[src/include/sbpr_pkg.sv]
// constants of the basic parameter table slice, bytes 0Ch to 23h
package sbpr_pkg;
   localparam int ADDR_W = 12;
   localparam int WORD_W = 32;
   localparam int BYTE_W = 8;
   // table base in the discoverable parameter space
   localparam logic [11:0] TABLE_BASE = 12'h340;
   // relative span covered by this block, word aligned
   localparam logic [7:0] REL_FIRST = 8'h0C;
   localparam logic [7:0] REL_LAST = 8'h23;
   localparam logic [7:0] OUT_OF_SPAN = 8'h00;
   // relative byte offsets inside the span
   localparam logic [7:0] REL_DUAL_OUT_CYC = 8'h0C;
   localparam logic [7:0] REL_DUAL_OUT_CMD = 8'h0D;
   localparam logic [7:0] REL_DUAL_IO_CYC = 8'h0E;
   localparam logic [7:0] REL_DUAL_IO_CMD = 8'h0F;
   localparam logic [7:0] REL_PROTO_SUPPORT = 8'h10;
   localparam logic [7:0] REL_RESERVED_0 = 8'h11;
   localparam logic [7:0] REL_RESERVED_1 = 8'h12;
   localparam logic [7:0] REL_RESERVED_2 = 8'h13;
   localparam logic [7:0] REL_RESERVED_3 = 8'h14;
   localparam logic [7:0] REL_RESERVED_4 = 8'h15;
   localparam logic [7:0] REL_DUAL_ALL_CYC = 8'h16;
   localparam logic [7:0] REL_DUAL_ALL_CMD = 8'h17;
   localparam logic [7:0] REL_RESERVED_5 = 8'h18;
   localparam logic [7:0] REL_RESERVED_6 = 8'h19;
   localparam logic [7:0] REL_QUAD_ALL_CYC = 8'h1A;
   localparam logic [7:0] REL_QUAD_ALL_CMD = 8'h1B;
   localparam logic [7:0] REL_ERASE1_EXP = 8'h1C;
   localparam logic [7:0] REL_ERASE1_CMD = 8'h1D;
   localparam logic [7:0] REL_ERASE2_EXP = 8'h1E;
   localparam logic [7:0] REL_ERASE2_CMD = 8'h1F;
   localparam logic [7:0] REL_ERASE3_EXP = 8'h20;
   localparam logic [7:0] REL_ERASE3_CMD = 8'h21;
   localparam logic [7:0] REL_ERASE4_EXP = 8'h22;
   localparam logic [7:0] REL_ERASE4_CMD = 8'h23;
   // byte values
   localparam logic [7:0] B_DUAL_OUT_CYC = 8'h08;
   localparam logic [7:0] B_DUAL_OUT_CMD = 8'h3B;
   localparam logic [7:0] B_DUAL_IO_CYC = 8'h88;
   localparam logic [7:0] B_DUAL_IO_CMD = 8'hBB;
   localparam logic [7:0] B_PROTO_SUPPORT = 8'hFE;
   localparam logic [7:0] B_RESERVED_FUTURE = 8'hFF;
   localparam logic [7:0] B_DUAL_ALL_CYC = 8'hFF;
   localparam logic [7:0] B_DUAL_ALL_CMD = 8'hFF;
   localparam logic [7:0] B_QUAD_ALL_CYC = 8'h48;
   localparam logic [7:0] B_QUAD_ALL_CMD = 8'hEB;
   localparam logic [7:0] B_ERASE1_EXP = 8'h0C;
   localparam logic [7:0] B_ERASE1_CMD = 8'h20;
   localparam logic [7:0] B_ERASE2_EXP = 8'h0F;
   localparam logic [7:0] B_ERASE2_CMD = 8'h52;
   localparam logic [7:0] B_ERASE3_EXP = 8'h10;
   localparam logic [7:0] B_ERASE3_CMD = 8'hD8;
   localparam logic [7:0] B_ERASE4_EXP = 8'h00;
   localparam logic [7:0] B_ERASE4_CMD = 8'hFF;
   // field positions inside the protocol support byte
   localparam int QUAD_ALL_BIT = 4;
   localparam int DUAL_ALL_BIT = 0;
endpackage

[src/sbpr_rom.sv]
// read-only basic parameter table slice with byte and word read ports
`timescale 1ns/1ps
module sbpr_rom (
   input  wire logic                         clk_sys_i,
   input  wire logic                         rst_i,
   input  wire logic                         rd_req_i,
   input  wire logic [sbpr_pkg::ADDR_W-1:0]  rd_addr_i,
   output logic                              rd_valid_o,
   output logic                              rd_hit_o,
   output logic [sbpr_pkg::BYTE_W-1:0]       rd_byte_o,
   output logic [sbpr_pkg::WORD_W-1:0]       rd_word_o
);

   // ----------------------------------------
   // address decode
   // ----------------------------------------
   // relative address from the table base
   wire logic [sbpr_pkg::ADDR_W-1:0] rel_full;
   wire logic [7:0]                  rel;
   wire logic                        in_span;
   wire logic [7:0]                  word_base;
   assign rel_full = rd_addr_i - sbpr_pkg::TABLE_BASE;
   assign rel = rel_full[7:0];
   assign in_span = (rd_addr_i >= sbpr_pkg::TABLE_BASE)
                  && (rel_full[sbpr_pkg::ADDR_W-1:8] == '0)
                  && (rel >= sbpr_pkg::REL_FIRST)
                  && (rel <= sbpr_pkg::REL_LAST);
   assign word_base = {rel[7:2], 2'b00};

   // ----------------------------------------
   // constant table lookup
   // ----------------------------------------
   function automatic logic [7:0] sbpr_lookup(input logic [7:0] a);
      logic [7:0] v;
      v = sbpr_pkg::OUT_OF_SPAN;
      unique case (a)
         sbpr_pkg::REL_DUAL_OUT_CYC: v = sbpr_pkg::B_DUAL_OUT_CYC;
         sbpr_pkg::REL_DUAL_OUT_CMD: v = sbpr_pkg::B_DUAL_OUT_CMD;
         sbpr_pkg::REL_DUAL_IO_CYC: v = sbpr_pkg::B_DUAL_IO_CYC;
         sbpr_pkg::REL_DUAL_IO_CMD: v = sbpr_pkg::B_DUAL_IO_CMD;
         sbpr_pkg::REL_PROTO_SUPPORT: v = sbpr_pkg::B_PROTO_SUPPORT;
         sbpr_pkg::REL_RESERVED_0, sbpr_pkg::REL_RESERVED_1,
         sbpr_pkg::REL_RESERVED_2, sbpr_pkg::REL_RESERVED_3,
         sbpr_pkg::REL_RESERVED_4, sbpr_pkg::REL_RESERVED_5,
         sbpr_pkg::REL_RESERVED_6: v = sbpr_pkg::B_RESERVED_FUTURE;
         sbpr_pkg::REL_DUAL_ALL_CYC: v = sbpr_pkg::B_DUAL_ALL_CYC;
         sbpr_pkg::REL_DUAL_ALL_CMD: v = sbpr_pkg::B_DUAL_ALL_CMD;
         sbpr_pkg::REL_QUAD_ALL_CYC: v = sbpr_pkg::B_QUAD_ALL_CYC;
         sbpr_pkg::REL_QUAD_ALL_CMD: v = sbpr_pkg::B_QUAD_ALL_CMD;
         // sizes are exponents of the byte count
         sbpr_pkg::REL_ERASE1_EXP: v = sbpr_pkg::B_ERASE1_EXP;
         sbpr_pkg::REL_ERASE1_CMD: v = sbpr_pkg::B_ERASE1_CMD;
         sbpr_pkg::REL_ERASE2_EXP: v = sbpr_pkg::B_ERASE2_EXP;
         sbpr_pkg::REL_ERASE2_CMD: v = sbpr_pkg::B_ERASE2_CMD;
         sbpr_pkg::REL_ERASE3_EXP: v = sbpr_pkg::B_ERASE3_EXP;
         sbpr_pkg::REL_ERASE3_CMD: v = sbpr_pkg::B_ERASE3_CMD;
         sbpr_pkg::REL_ERASE4_EXP: v = sbpr_pkg::B_ERASE4_EXP;
         sbpr_pkg::REL_ERASE4_CMD: v = sbpr_pkg::B_ERASE4_CMD;
         default: v = sbpr_pkg::OUT_OF_SPAN;
      endcase
      return v;
   endfunction

   // ----------------------------------------
   // byte and word selection
   // ----------------------------------------
   wire logic [7:0]  next_byte;
   wire logic [31:0] next_word;
   assign next_byte = in_span ? sbpr_lookup(rel) : sbpr_pkg::OUT_OF_SPAN;
   // lowest address in bits 7:0
   localparam int LANES = sbpr_pkg::WORD_W / sbpr_pkg::BYTE_W;
   genvar gi;
   generate
      for (gi = 0; gi < LANES; gi++) begin : g_lane
         assign next_word[gi*sbpr_pkg::BYTE_W +: sbpr_pkg::BYTE_W] = in_span
            ? sbpr_lookup(word_base + 8'(gi)) : sbpr_pkg::OUT_OF_SPAN;
      end
   endgenerate

   // ----------------------------------------
   // registered answer, one cycle after request
   // ----------------------------------------
   always_ff @(posedge clk_sys_i) begin
      if (rst_i) begin
         rd_valid_o <= 1'b0;
         rd_hit_o   <= 1'b0;
         rd_byte_o  <= '0;
         rd_word_o  <= '0;
      end else begin
         rd_valid_o <= rd_req_i;
         if (rd_req_i) begin
            rd_hit_o  <= in_span;
            rd_byte_o <= next_byte;
            rd_word_o <= next_word;
         end
      end
   end

   // ----------------------------------------
   // checks on the answer timing
   // ----------------------------------------
   // valid rises the cycle after every request
   a_valid_follows: assert property (
      @(posedge clk_sys_i) disable iff (rst_i)
      rd_req_i |=> rd_valid_o ##1 ($past(rd_req_i) == rd_valid_o))
      else $error("valid does not follow request");
   // held answer does not move without a request
   a_hold_idle: assert property (
      @(posedge clk_sys_i) disable iff (rst_i)
      !rd_req_i |=> !rd_valid_o && $stable(rd_byte_o)
      && $stable(rd_word_o) && $stable(rd_hit_o))
      else $error("answer moved without request");
   // reset clears every output by the next edge
   a_reset_clear: assert property (
      @(posedge clk_sys_i)
      rst_i |=> !rd_valid_o && !rd_hit_o && rd_byte_o == 8'h00
      && rd_word_o == 32'h00000000)
      else $error("outputs not cleared by reset");

   // ----------------------------------------
   // checks on single table bytes, some through the word port
   // ----------------------------------------
   // read instruction bytes and their cycle fields
   a_dual_out_cyc: assert property (
      @(posedge clk_sys_i) disable iff (rst_i)
      rd_req_i && rd_addr_i == 12'h34C
      |=> rd_byte_o[7:5] == 3'b000 && rd_byte_o[4:0] == 5'b01000)
      else $error("dual out cycle fields wrong");
   a_dual_out_code: assert property (
      @(posedge clk_sys_i) disable iff (rst_i)
      rd_req_i && rd_addr_i == 12'h34D |=> rd_byte_o == 8'h3B)
      else $error("dual out code wrong");
   a_dual_io_byte: assert property (
      @(posedge clk_sys_i) disable iff (rst_i)
      rd_req_i && rd_addr_i == 12'h34E |=> rd_byte_o == 8'h88)
      else $error("dual io cycles byte wrong");
   a_dual_io_code: assert property (
      @(posedge clk_sys_i) disable iff (rst_i)
      rd_req_i && rd_addr_i == 12'h34F |=> rd_byte_o == 8'hBB)
      else $error("dual io code wrong");
   a_quad_all_flag: assert property (
      @(posedge clk_sys_i) disable iff (rst_i)
      rd_req_i && rd_addr_i == 12'h350 |=> rd_byte_o[4] && !rd_byte_o[0])
      else $error("protocol support byte wrong");
   a_proto_byte: assert property (
      @(posedge clk_sys_i) disable iff (rst_i)
      rd_req_i && rd_addr_i == 12'h350 |=> rd_byte_o == 8'hFE)
      else $error("protocol support reserved bits wrong");
   // reserved and unsupported bytes read all ones
   a_reserved_ones: assert property (
      @(posedge clk_sys_i) disable iff (rst_i)
      rd_req_i && rd_addr_i == 12'h358 |=> rd_byte_o == 8'hFF)
      else $error("reserved byte not all ones");
   a_reserved_run: assert property (
      @(posedge clk_sys_i) disable iff (rst_i)
      rd_req_i && rd_addr_i == 12'h350 |=> rd_word_o[31:8] == 24'hFFFFFF)
      else $error("reserved run not all ones");
   a_dual_all_fields: assert property (
      @(posedge clk_sys_i) disable iff (rst_i)
      rd_req_i && rd_addr_i == 12'h354
      |=> rd_word_o[23:21] == 3'b111 && rd_word_o[20:16] == 5'b11111
      && rd_word_o[31:24] == 8'hFF)
      else $error("dual all fields not all ones");
   a_quad_all_code: assert property (
      @(posedge clk_sys_i) disable iff (rst_i)
      rd_req_i && rd_addr_i == 12'h35B |=> rd_byte_o == 8'hEB)
      else $error("quad all code wrong");
   // granule size is two raised to the stored exponent
   a_size_small: assert property (
      @(posedge clk_sys_i) disable iff (rst_i)
      rd_req_i && rd_addr_i == 12'h35C
      |=> (32'h00000001 << rd_byte_o) == 32'h00001000)
      else $error("first granule size wrong");
   a_size_half: assert property (
      @(posedge clk_sys_i) disable iff (rst_i)
      rd_req_i && rd_addr_i == 12'h35E
      |=> (32'h00000001 << rd_byte_o) == 32'h00008000)
      else $error("second granule size wrong");
   a_size_block: assert property (
      @(posedge clk_sys_i) disable iff (rst_i)
      rd_req_i && rd_addr_i == 12'h360
      |=> (32'h00000001 << rd_byte_o) == 32'h00010000)
      else $error("third granule size wrong");
   // erase exponents and instructions
   a_erase_one_exp: assert property (
      @(posedge clk_sys_i) disable iff (rst_i)
      rd_req_i && rd_addr_i == 12'h35C |=> rd_byte_o == 8'h0C)
      else $error("first erase exponent wrong");
   a_erase_one_cmd: assert property (
      @(posedge clk_sys_i) disable iff (rst_i)
      rd_req_i && rd_addr_i == 12'h35D |=> rd_byte_o == 8'h20)
      else $error("first erase code wrong");
   a_erase_two_exp: assert property (
      @(posedge clk_sys_i) disable iff (rst_i)
      rd_req_i && rd_addr_i == 12'h35E |=> rd_byte_o == 8'h0F)
      else $error("second erase exponent wrong");
   a_erase_two_cmd: assert property (
      @(posedge clk_sys_i) disable iff (rst_i)
      rd_req_i && rd_addr_i == 12'h35F |=> rd_byte_o == 8'h52)
      else $error("second erase code wrong");
   a_erase_three_exp: assert property (
      @(posedge clk_sys_i) disable iff (rst_i)
      rd_req_i && rd_addr_i == 12'h360 |=> rd_byte_o == 8'h10)
      else $error("third erase exponent wrong");
   a_erase_three_cmd: assert property (
      @(posedge clk_sys_i) disable iff (rst_i)
      rd_req_i && rd_addr_i == 12'h361 |=> rd_byte_o == 8'hD8)
      else $error("third erase code wrong");
   a_erase_four_exp: assert property (
      @(posedge clk_sys_i) disable iff (rst_i)
      rd_req_i && rd_addr_i == 12'h362 |=> rd_byte_o == 8'h00)
      else $error("fourth erase exponent wrong");
   a_erase_last: assert property (
      @(posedge clk_sys_i) disable iff (rst_i)
      rd_req_i && rd_addr_i == 12'h360 |=> rd_word_o == 32'hFF00D810)
      else $error("erase word two wrong");

   // ----------------------------------------
   // checks on word assembly
   // ----------------------------------------
   // lowest relative byte lands in bits 7:0
   a_dual_out_word: assert property (
      @(posedge clk_sys_i) disable iff (rst_i)
      rd_req_i && rd_addr_i == 12'h34C |=> rd_word_o == 32'hBB883B08)
      else $error("dual word wrong");
   a_dual_io_fields: assert property (
      @(posedge clk_sys_i) disable iff (rst_i)
      rd_req_i && rd_addr_i == 12'h34C
      |=> rd_word_o[23:21] == 3'b100 && rd_word_o[20:16] == 5'b01000)
      else $error("dual io word fields wrong");
   a_quad_all_word: assert property (
      @(posedge clk_sys_i) disable iff (rst_i)
      rd_req_i && rd_addr_i == 12'h358 |=> rd_word_o == 32'hEB48FFFF)
      else $error("quad all word wrong");
   a_quad_all_fields: assert property (
      @(posedge clk_sys_i) disable iff (rst_i)
      rd_req_i && rd_addr_i == 12'h358
      |=> rd_word_o[23:21] == 3'b010 && rd_word_o[20:16] == 5'b01000)
      else $error("quad all word fields wrong");
   a_erase_word: assert property (
      @(posedge clk_sys_i) disable iff (rst_i)
      rd_req_i && rd_addr_i == 12'h35C |=> rd_word_o == 32'h520F200C)
      else $error("erase word order wrong");

   // ----------------------------------------
   // checks on the address span
   // ----------------------------------------
   // hits only from base plus 0Ch to base plus 23h
   a_base_miss: assert property (
      @(posedge clk_sys_i) disable iff (rst_i)
      rd_req_i && rd_addr_i == 12'h04C |=> !rd_hit_o && rd_byte_o == 8'h00)
      else $error("address outside table hit");
   a_page_miss: assert property (
      @(posedge clk_sys_i) disable iff (rst_i)
      rd_req_i && rd_addr_i == 12'h44C |=> !rd_hit_o && rd_byte_o == 8'h00)
      else $error("address one page above table hit");
   a_span_first: assert property (
      @(posedge clk_sys_i) disable iff (rst_i)
      rd_req_i && rd_addr_i == 12'h34C |=> rd_hit_o)
      else $error("first span byte missed");
   a_span_below: assert property (
      @(posedge clk_sys_i) disable iff (rst_i)
      rd_req_i && rd_addr_i == 12'h34B
      |=> !rd_hit_o && rd_word_o == 32'h00000000)
      else $error("byte below span hit");
   a_span_above: assert property (
      @(posedge clk_sys_i) disable iff (rst_i)
      rd_req_i && rd_addr_i == 12'h364 |=> !rd_hit_o && rd_byte_o == 8'h00)
      else $error("byte above span hit");

endmodule

[config.mk]
export PLATFORM = sky130hd
export DESIGN_NAME = sbpr_rom
export DESIGN_NICKNAME = d
export VERILOG_FILES = /design/src/include/sbpr_pkg.sv /design/src/sbpr_rom.sv
export SDC_FILE = /design/constraint.sdc
export NUM_CORES = 1
export LEC_CHECK = 0
export BUFFER_PORTS_ARGS = -buffer_cell sky130_fd_sc_hd__buf_2
export CORE_MARGIN = 2
export CORE_UTILIZATION = 50
export DETAILED_ROUTE_END_ITERATION = 16
export PLACE_DENSITY = 0.84
export REMOVE_ABC_BUFFERS = 1
export SLEW_MARGIN = 20
export SYNTH_ARGS = -nofsm -noshare
export SYNTH_HDL_FRONTEND = slang
export SYNTH_SLANG_ARGS = --single-unit
[constraint.sdc]
create_clock -name clk_sys_i -period 5.5 [get_ports clk_sys_i]
set_clock_uncertainty 0.1 [all_clocks]
set_input_delay 0.825 -clock clk_sys_i [delete_from_list [all_inputs] [get_ports clk_sys_i]]
set_output_delay 0.825 -clock clk_sys_i [all_outputs]
set_load 0.01 [all_outputs]
# Word level (Yosys, flattened, before mapping)
# Memory sizes are Yosys's and may differ from the RTL's.
# Cells that the tools add are included.
[classes] addsub=4 n_lt_le_gt_ge=3 muxes=10 n_reduce_logical=8
[op_table] cell="$mux W8" count=10
[op_table] cell="$add A8 B2 Y8 const B" count=2
[op_table] cell="$ge A12 B10 Y1 const B" count=1
[op_table] cell="$sub A12 B10 Y12 const B" count=1
[op_table] cell="$add A8 B1 Y8 const B" count=1
[op_table] cell="$ge A8 B4 Y1 const B" count=1
[op_table] cell="$le A8 B6 Y1 const B" count=1
[op_table] cell="$logic_not A2 Y1" count=4
[op_table] cell="$logic_not A4 Y1" count=1
[op_table] cell="$logic_and A1 B1 Y1" count=3
[word_totals] register_bits=42 mem_bits_ro=2560 input_bits=15 output_inout_bits=42 wordCells=34 n_memories=5
[mem_list] memory="(name not given)" words=64 word_bits=8 read_ports=1 rd_clocked_by_memory_dff=0 write_ports=0 line_no="sbpr_rom.sv:36" source="unique case (a)"
[mem_list] memory="(name not given)" words=64 word_bits=8 read_ports=1 rd_clocked_by_memory_dff=0 write_ports=0 line_no="sbpr_rom.sv:36"
[mem_list] memory="(name not given)" words=64 word_bits=8 read_ports=1 rd_clocked_by_memory_dff=0 write_ports=0 line_no="sbpr_rom.sv:36"
[mem_list] memory="(name not given)" words=64 word_bits=8 read_ports=1 rd_clocked_by_memory_dff=0 write_ports=0 line_no="sbpr_rom.sv:36"
[mem_list] memory="(name not given)" words=64 word_bits=8 read_ports=1 rd_clocked_by_memory_dff=0 write_ports=0 line_no="sbpr_rom.sv:36"

# Depth between registers and ports, before layout
# Gate-level depths: netlist (run 1).
[depth] ltp_word=6 mapped_depth=8

# Least setup slack after synthesis (run 1)
# Ideal clock, no wire load.
[synth_timing] kind="in2reg" from="input port rd_addr_i[2] (netlist name)" to="register rd_byte_o[7] (netlist name)" setup_ps=128 t_arrival_ps=2157 slack_ps=3116 path_stages=8 path_cell_list="clkbuf_1 -> inv_1 -> ha_1 -> and3b_1 -> o2111ai_4 -> a21oi_4 -> a22oi_1 -> nor2_1"
[synth_between] elab_chain_cells=6 elab_cells_between_ends=12 classes_between="1 x add/sub; 3 x order compare; 2 x mux; 5 x reduce/logical; 1 x memory"
[synth_lines] element="start, declared" line_no="sbpr_rom.sv:7" source="input wire logic [sbpr_pkg::ADDR_W-1:0] rd_addr_i,"
[synth_lines] element="branches (longest 5 deep; another with $sub A12 B10 Y12)"
[synth_lines] element="$mux W8 (*)" line_no="sbpr_rom.sv:69" source="assign next_byte = in_span ? sbpr_lookup(rel) : sbpr_pkg::OUT_OF_SPAN;"
[synth_lines] element="end signal, assigned" line_no="sbpr_rom.sv:93" source="rd_byte_o <= next_byte;"
[synth_lines] element="end, declared" line_no="sbpr_rom.sv:10" source="output logic [sbpr_pkg::BYTE_W-1:0] rd_byte_o,"
# Every way passes the cells marked *.
# A chain may end at the register's enable or synchronous reset.

# Worst setup path after layout (run 1)
[layout_timing] from="input port rd_addr_i[2] (netlist name)" to="register rd_byte_o[2] (netlist name)"
# Same word-level chain as after synthesis.

==> results of run 1 <==
[critical path: stages]
cell and delay [ps]:
buf_2 160, inv_1 180, ha_1 170, and3b_1 190
o2111ai_4 210, a21oi_4 250, o2111ai_1 150, a21oi_1 150
[report_power, final]
part           leakage, nW  internal (W)  switching [W]
registers            0.194      0.000174    0.000000227
clock network       0.0279     0.0000738      0.0000543
logic                0.532     0.0000140      0.0000265
[synthesized netlist by cell type (all sizes together)]
cell	instances	area (um^2)
a21oi	30	161
dfxtp	24	480
buf	21	156
nand2	21	78.8
nor2	20	75.1
clkbuf	7	26.3
nand3	7	35.0
inv	6	22.5
o21ai	6	30.0
a22oi	4	30.0
ha	4	50.1
nand2b	4	25.0
mux2i	3	30.0
nor2b	3	18.8
and3	2	12.5
o2111ai	2	35.0
a221oi	1	8.76
a31oi	1	6.26
and3b	1	8.76
and4bb	1	12.5
nor3	1	5.00
o21a	1	7.51
o21ba	1	16.3
o221ai	1	8.76
o2bb2ai	1	8.76
o31a	1	8.76
or3	1	6.26
[flip-flops by register name, indices dropped and copies added, names as in the netlist]
name        cells
rd_word_o      14
rd_hit_o        1
rd_valid_o      1
rd_byte_o       8
[through the flow]
stage / setup WS [ps] / area, um^2 / cells / total power [W]
final: 3370 / 1550 / 237 / 0.000343
after global routing: 3170 / 1550 / 237 / 0.000357
after global placement: 3100 / 1500 / 233 / 0.000218
after detailed placement: 3040 / 1500 / 233 / 0.000219
after floorplan: 3400 / 1180 / 147 / 0.000199
after CTS: 3370 / 1550 / 237 / 0.000344
[metal layers]
metal  part of all wire  vias to the layer above  wire length [um]  track usage
met1               0.46                      548              1400        0.250
met4              0.016                        0                49       0.0884
li1                   -                      641                 -            -
met5                  0                        -                 0            0
met2               0.45                       57              1350        0.313
met3              0.069                        5               208       0.0392
[how the worst min path moves through the flow]
stage / to / slack (ps) / depth (start not counted)
3_5_place_dp: rd_byte_o[2]$_SDFFE_PP0P_ / 340 / 2
5_1_grt: rd_byte_o[2]$_SDFFE_PP0P_ / 380 / 2
6_report: rd_byte_o[2]$_SDFFE_PP0P_ / 350 / 2
3_3_place_gp: rd_byte_o[2]$_SDFFE_PP0P_ / 340 / 2
2_1_floorplan: rd_byte_o[2]$_SDFFE_PP0P_ / 370 / 2
4_1_cts: rd_byte_o[2]$_SDFFE_PP0P_ / 360 / 2
[final cells by class]
cell class                      count  area [um^2]
Timing Repair Buffer               56          280
Sequential cell                    24          480
Clock buffer                        3         22.5
Inverter                            6         22.5
Fill cell                         230          970
Multi-Input combinational cell    117          679
Tap cell                           30         37.5
Clock inverter                      1         30.0
[cell families after synthesis]
logic type,share of synthesized area
adder cells (fa/ha/maj),0.0367
AO/OA/AOI/OAI,0.236
flip-flops,0.352
multiplexers,0.0220
buffers and inverters,0.150
AND/OR/NAND/NOR,0.203
==> flow_summary.ini, run 1 <==
[run_status]
status = finished, final reports clean

[timing]
setup_viol = 0
worstMarginPinSlew_ps = 691
final_min_period_over_clock_period = 0.386
timing.fmax_mhz = 471
period_needed_ps = 2130
worst_hold_slack_ps = 355
rsz0062_at_grt = false
slew_viol_final = 0
maxSlewHeadroom = 0.539
fin_tns_setup_ps = 0
final-hold-violation-count = 0

[clocking]
htree_levels = 1
cts_resized = 0
hold_buffers = 0
cts_tree = yes
post_cts_buffers = 0
cts.sinks = 24
cts.path.max_buffers = 2
cts-buffers-inserted = 3
cts_root_buf = clkbuf_4
clk_pin_slew_ps = 120
clock_latency_ps = 320

[detailed_routing]
drcViolationCount = 0
via_count = 1251
drt_iter0_markers = 41
wl_per_cell_um = 12.7
routed_wl_mm = 3.01
dr.pass1.iters = 10
vias_per_cell = 5.28
ant_nets = 0

[logic_synthesis]
syn_area_um2 = 1370
syn-instance-count = 175
ys_types = 32
yosys_warnings = 0
avgSynthCellArea_um2 = 7.80
ys_ff_latch = 24
ys_seq_area_frac = 0.352

[setup_path]
cp_max_fo = 11
cp.required_ps = 5660
rr_worst_depth = 4
worstReg2RegStart = rd_byte_o[4]$_SDFFE_PP0P_
setup.worst_path.class = in2reg
startpoint = rd_addr_i[2]
arrival_ps = 2280
endpoint = rd_byte_o[2]$_SDFFE_PP0P_
r2r-end = rd_byte_o[4]$_SDFFE_PP0P_
ff2ff_setup_slack_ps = 4450
cp-end-kind = flip-flop
startpoint_type = input port

[finish]
final_common_cell = buf_2
diodes = 0
final_nets = 227
syn_to_final_growth_pct = 13.7
layout-drive-gt1-share = 0.309
final_core_util = 0.616
final_cell_mix = buf_2, a21oi_1, dfxtp_1

[global_routing]
grt_antenna_before_repair = 0
grt_pass1_vias = 1131
grt_overflow_total = 0
grt_max_degree = 25
track_usage = 0.195
grt_first_pass_wirelength_mm = 5.04

[die]
io_pins = 57
start_util = 0.541
die_w_um = 56.3
die_area_um2 = 3160
core.rowCount = 18
fp.dieH_um = 56.3
coreArea_um2 = 2520

[placed_design]
place_congestion = 0.910
dp_hpwl_mm = 2.15
port_buffers = 56

[hold_path]
hold_path_startpoint = rd_byte_o[2]$_SDFFE_PP0P_
hold_path_class = reg2reg

[power_and_ir_drop]
p_leak_nw = 0.754
powerDensity_nw_per_um2 = 221
irDropWorstVdd_mv = 0.173

[flow_run]
cap_violations = 0
Power figures use the tool's default switching activity.
==> run 2: changes to the inputs <==
--- a/config.mk
+++ b/config.mk
@@ -7,9 +7,9 @@
 export LEC_CHECK = 0
 export BUFFER_PORTS_ARGS = -buffer_cell sky130_fd_sc_hd__buf_2
 export CORE_MARGIN = 2
-export CORE_UTILIZATION = 50
+export CORE_UTILIZATION = 43
 export DETAILED_ROUTE_END_ITERATION = 16
-export PLACE_DENSITY = 0.84
+export PLACE_DENSITY = 0.77
 export REMOVE_ABC_BUFFERS = 1
 export SLEW_MARGIN = 20
 export SYNTH_ARGS = -nofsm -noshare
==> constraint.sdc (replaced) <==
create_clock -name clk_sys_i -period 1.8 [get_ports clk_sys_i]
set_clock_uncertainty 0.1 [all_clocks]
set_input_delay 0.27 -clock clk_sys_i [delete_from_list [all_inputs] [get_ports clk_sys_i]]
set_output_delay 0.27 -clock clk_sys_i [all_outputs]
set_load 0.01 [all_outputs]
==> run 2 against run 1 <==
Net effect: sequential power rose to 3.1 times the previous value; non-clock buffer count rose by 9; clock power rose to 3.1 times the previous value; count of clock-buffer cells in the layout stayed put; setup slack lost 3100 ps; die area increased by 15%; sequential share of layout area shrank 1.6 points; flip-flop and latch count stayed put; critical endpoint unchanged.
==> flow_summary.ini, run 2 (synthesis gave the netlist of run 1 again) <==
[finish]
final_common_cell = buf_2
diodes = 0
top_regs = rd_word_o x14, rd_byte_o x8
final_core_util = 0.541
final_cell_mix = buf_2, a21oi_1, dfxtp_1
layout-drive-gt1-share = 0.338
fill_cells = 318
fin_area_um2 = 1640
seq_area_um2 = 480
syn_to_final_growth_pct = 20.0
top_register = rd_word_o
multi_input_area_um2 = 679
final_nets = 236
largest_reg_flops = 14

[clocking]
cts_root_buf = clkbuf_4
post_cts_buffers = 0
cts_tree = yes
clock_latency_ps = 320
hold_buffers = 0
cts_resized = 0
cts-buffers-inserted = 3
htree_levels = 1
cts.path.max_buffers = 2
clk_pin_slew_ps = 140
cts.sinks = 24

[detailed_routing]
routed_wl_mm = 3.39
vias_per_cell = 5.01
wl_per_cell_um = 13.0
ant_nets = 0
drcViolationCount = 0
dr.pass1.iters = 4
drt_iter0_markers = 81
via_count = 1302

[die]
io_pins = 57
start_util = 0.451
die_w_um = 60.3
coreArea_um2 = 3030
die_area_um2 = 3640
fp.dieH_um = 60.3
core.rowCount = 20

[timing]
setup_viol = 0
final-hold-violation-count = 0
worstMarginPinSlew_ps = 434
timing.fmax_mhz = 675
maxSlewHeadroom = 0.710
period_needed_ps = 1480
final_min_period_over_clock_period = 0.823
rsz0062_at_grt = false
setup_slack_ps = 319
slew_viol_final = 0
fin_tns_setup_ps = 0

[setup_path]
rr_worst_depth = 4
r2r-end = rd_byte_o[4]$_SDFFE_PP0P_
cp.required_ps = 1960
cp_max_fo = 9
cp-end-kind = flip-flop
ff2ff_setup_slack_ps = 800
setup.worst_path.class = in2reg
arrival_ps = 1640
startpoint_type = input port
worstReg2RegStart = rd_byte_o[4]$_SDFFE_PP0P_

[power_and_ir_drop]
irDropWorstVdd_mv = 0.322
powerDensity_nw_per_um2 = 656
p_leak_nw = 0.798

[global_routing]
grt_first_pass_wirelength_mm = 5.60
grt_max_degree = 25
grt_overflow_total = 0
track_usage = 0.206
grt_antenna_before_repair = 0
grt_pass1_vias = 1223

[hold_path]
hold_path_startpoint = rd_addr_i[4]
holdPathStages = 4
hold_path_class = in2reg
hold_end = rd_word_o[9]$_SDFFE_PP0P_

[placed_design]
dp_hpwl_mm = 2.40
place_ws_ps = 15.6
port_buffers = 56
place_area_um2 = 1590
place_congestion = 0.907

[flow_run]
cap_violations = 0

[run_status]
status = finished, final reports clean
run 2: critical path, cell delays in order:
cell       delay, ps
buf_2            140
inv_1             90
ha_1             160
and3b_1          200
o2111ai_4        210
a21oi_4          260
o2111ai_1        150
a21oi_1          160
run 2: through the flow:
step / power (W) / cells / hold WS (ps)
CTS: 0.00108 / 260 / 240
floorplan: 0.000609 / 147 / 237
detailed placement: 0.000686 / 256 / 352
global placement: 0.000685 / 256 / 347
finish: 0.00107 / 260 / 242
global route: 0.00114 / 260 / 244
run 2: final cells by class:
class / instances / share of cell area
clock inverters: 1 / 0.0183
flip-flops and latches: 24 / 0.293
clock buffers: 3 / 0.0138
inverters: 6 / 0.0138
well taps: 44 / 0.0336
multi-input cells: 117 / 0.415
repair buffers: 65 / 0.212
run 2: metal layers:
layer / global-route usage / share of wire / wire, um
met4: 0.0730 / 0.0068 / 23
met5: 0 / 0 / 0
met3: 0.0426 / 0.057 / 194
met1: 0.270 / 0.47 / 1610
met2: 0.337 / 0.46 / 1570
run 2: how the worst max path moves through the flow:
stage	start	end	slack (ps)	cells past startpoint
3_3_place_gp	rd_addr_i[2]	rd_byte_o[2]$_SDFFE_PP0P_	80	8
3_5_place_dp	rd_addr_i[2]	rd_byte_o[2]$_SDFFE_PP0P_	20	8
5_1_grt	rd_addr_i[2]	rd_byte_o[2]$_SDFFE_PP0P_	250	8
4_1_cts	rd_addr_i[2]	rd_byte_o[2]$_SDFFE_PP0P_	320	8
6_report	rd_addr_i[2]	rd_byte_o[2]$_SDFFE_PP0P_	320	8
2_1_floorplan	rd_addr_i[2]	rd_byte_o[2]$_SDFFE_PP0P_	260	7
run 2: where the power goes:
group / internal (W) / switching [W]
clock: 0.000225 / 0.000172
combinational: 0.0000549 / 0.0000882
sequential: 0.000533 / 0.000000663
total: 0.000813 / 0.000261
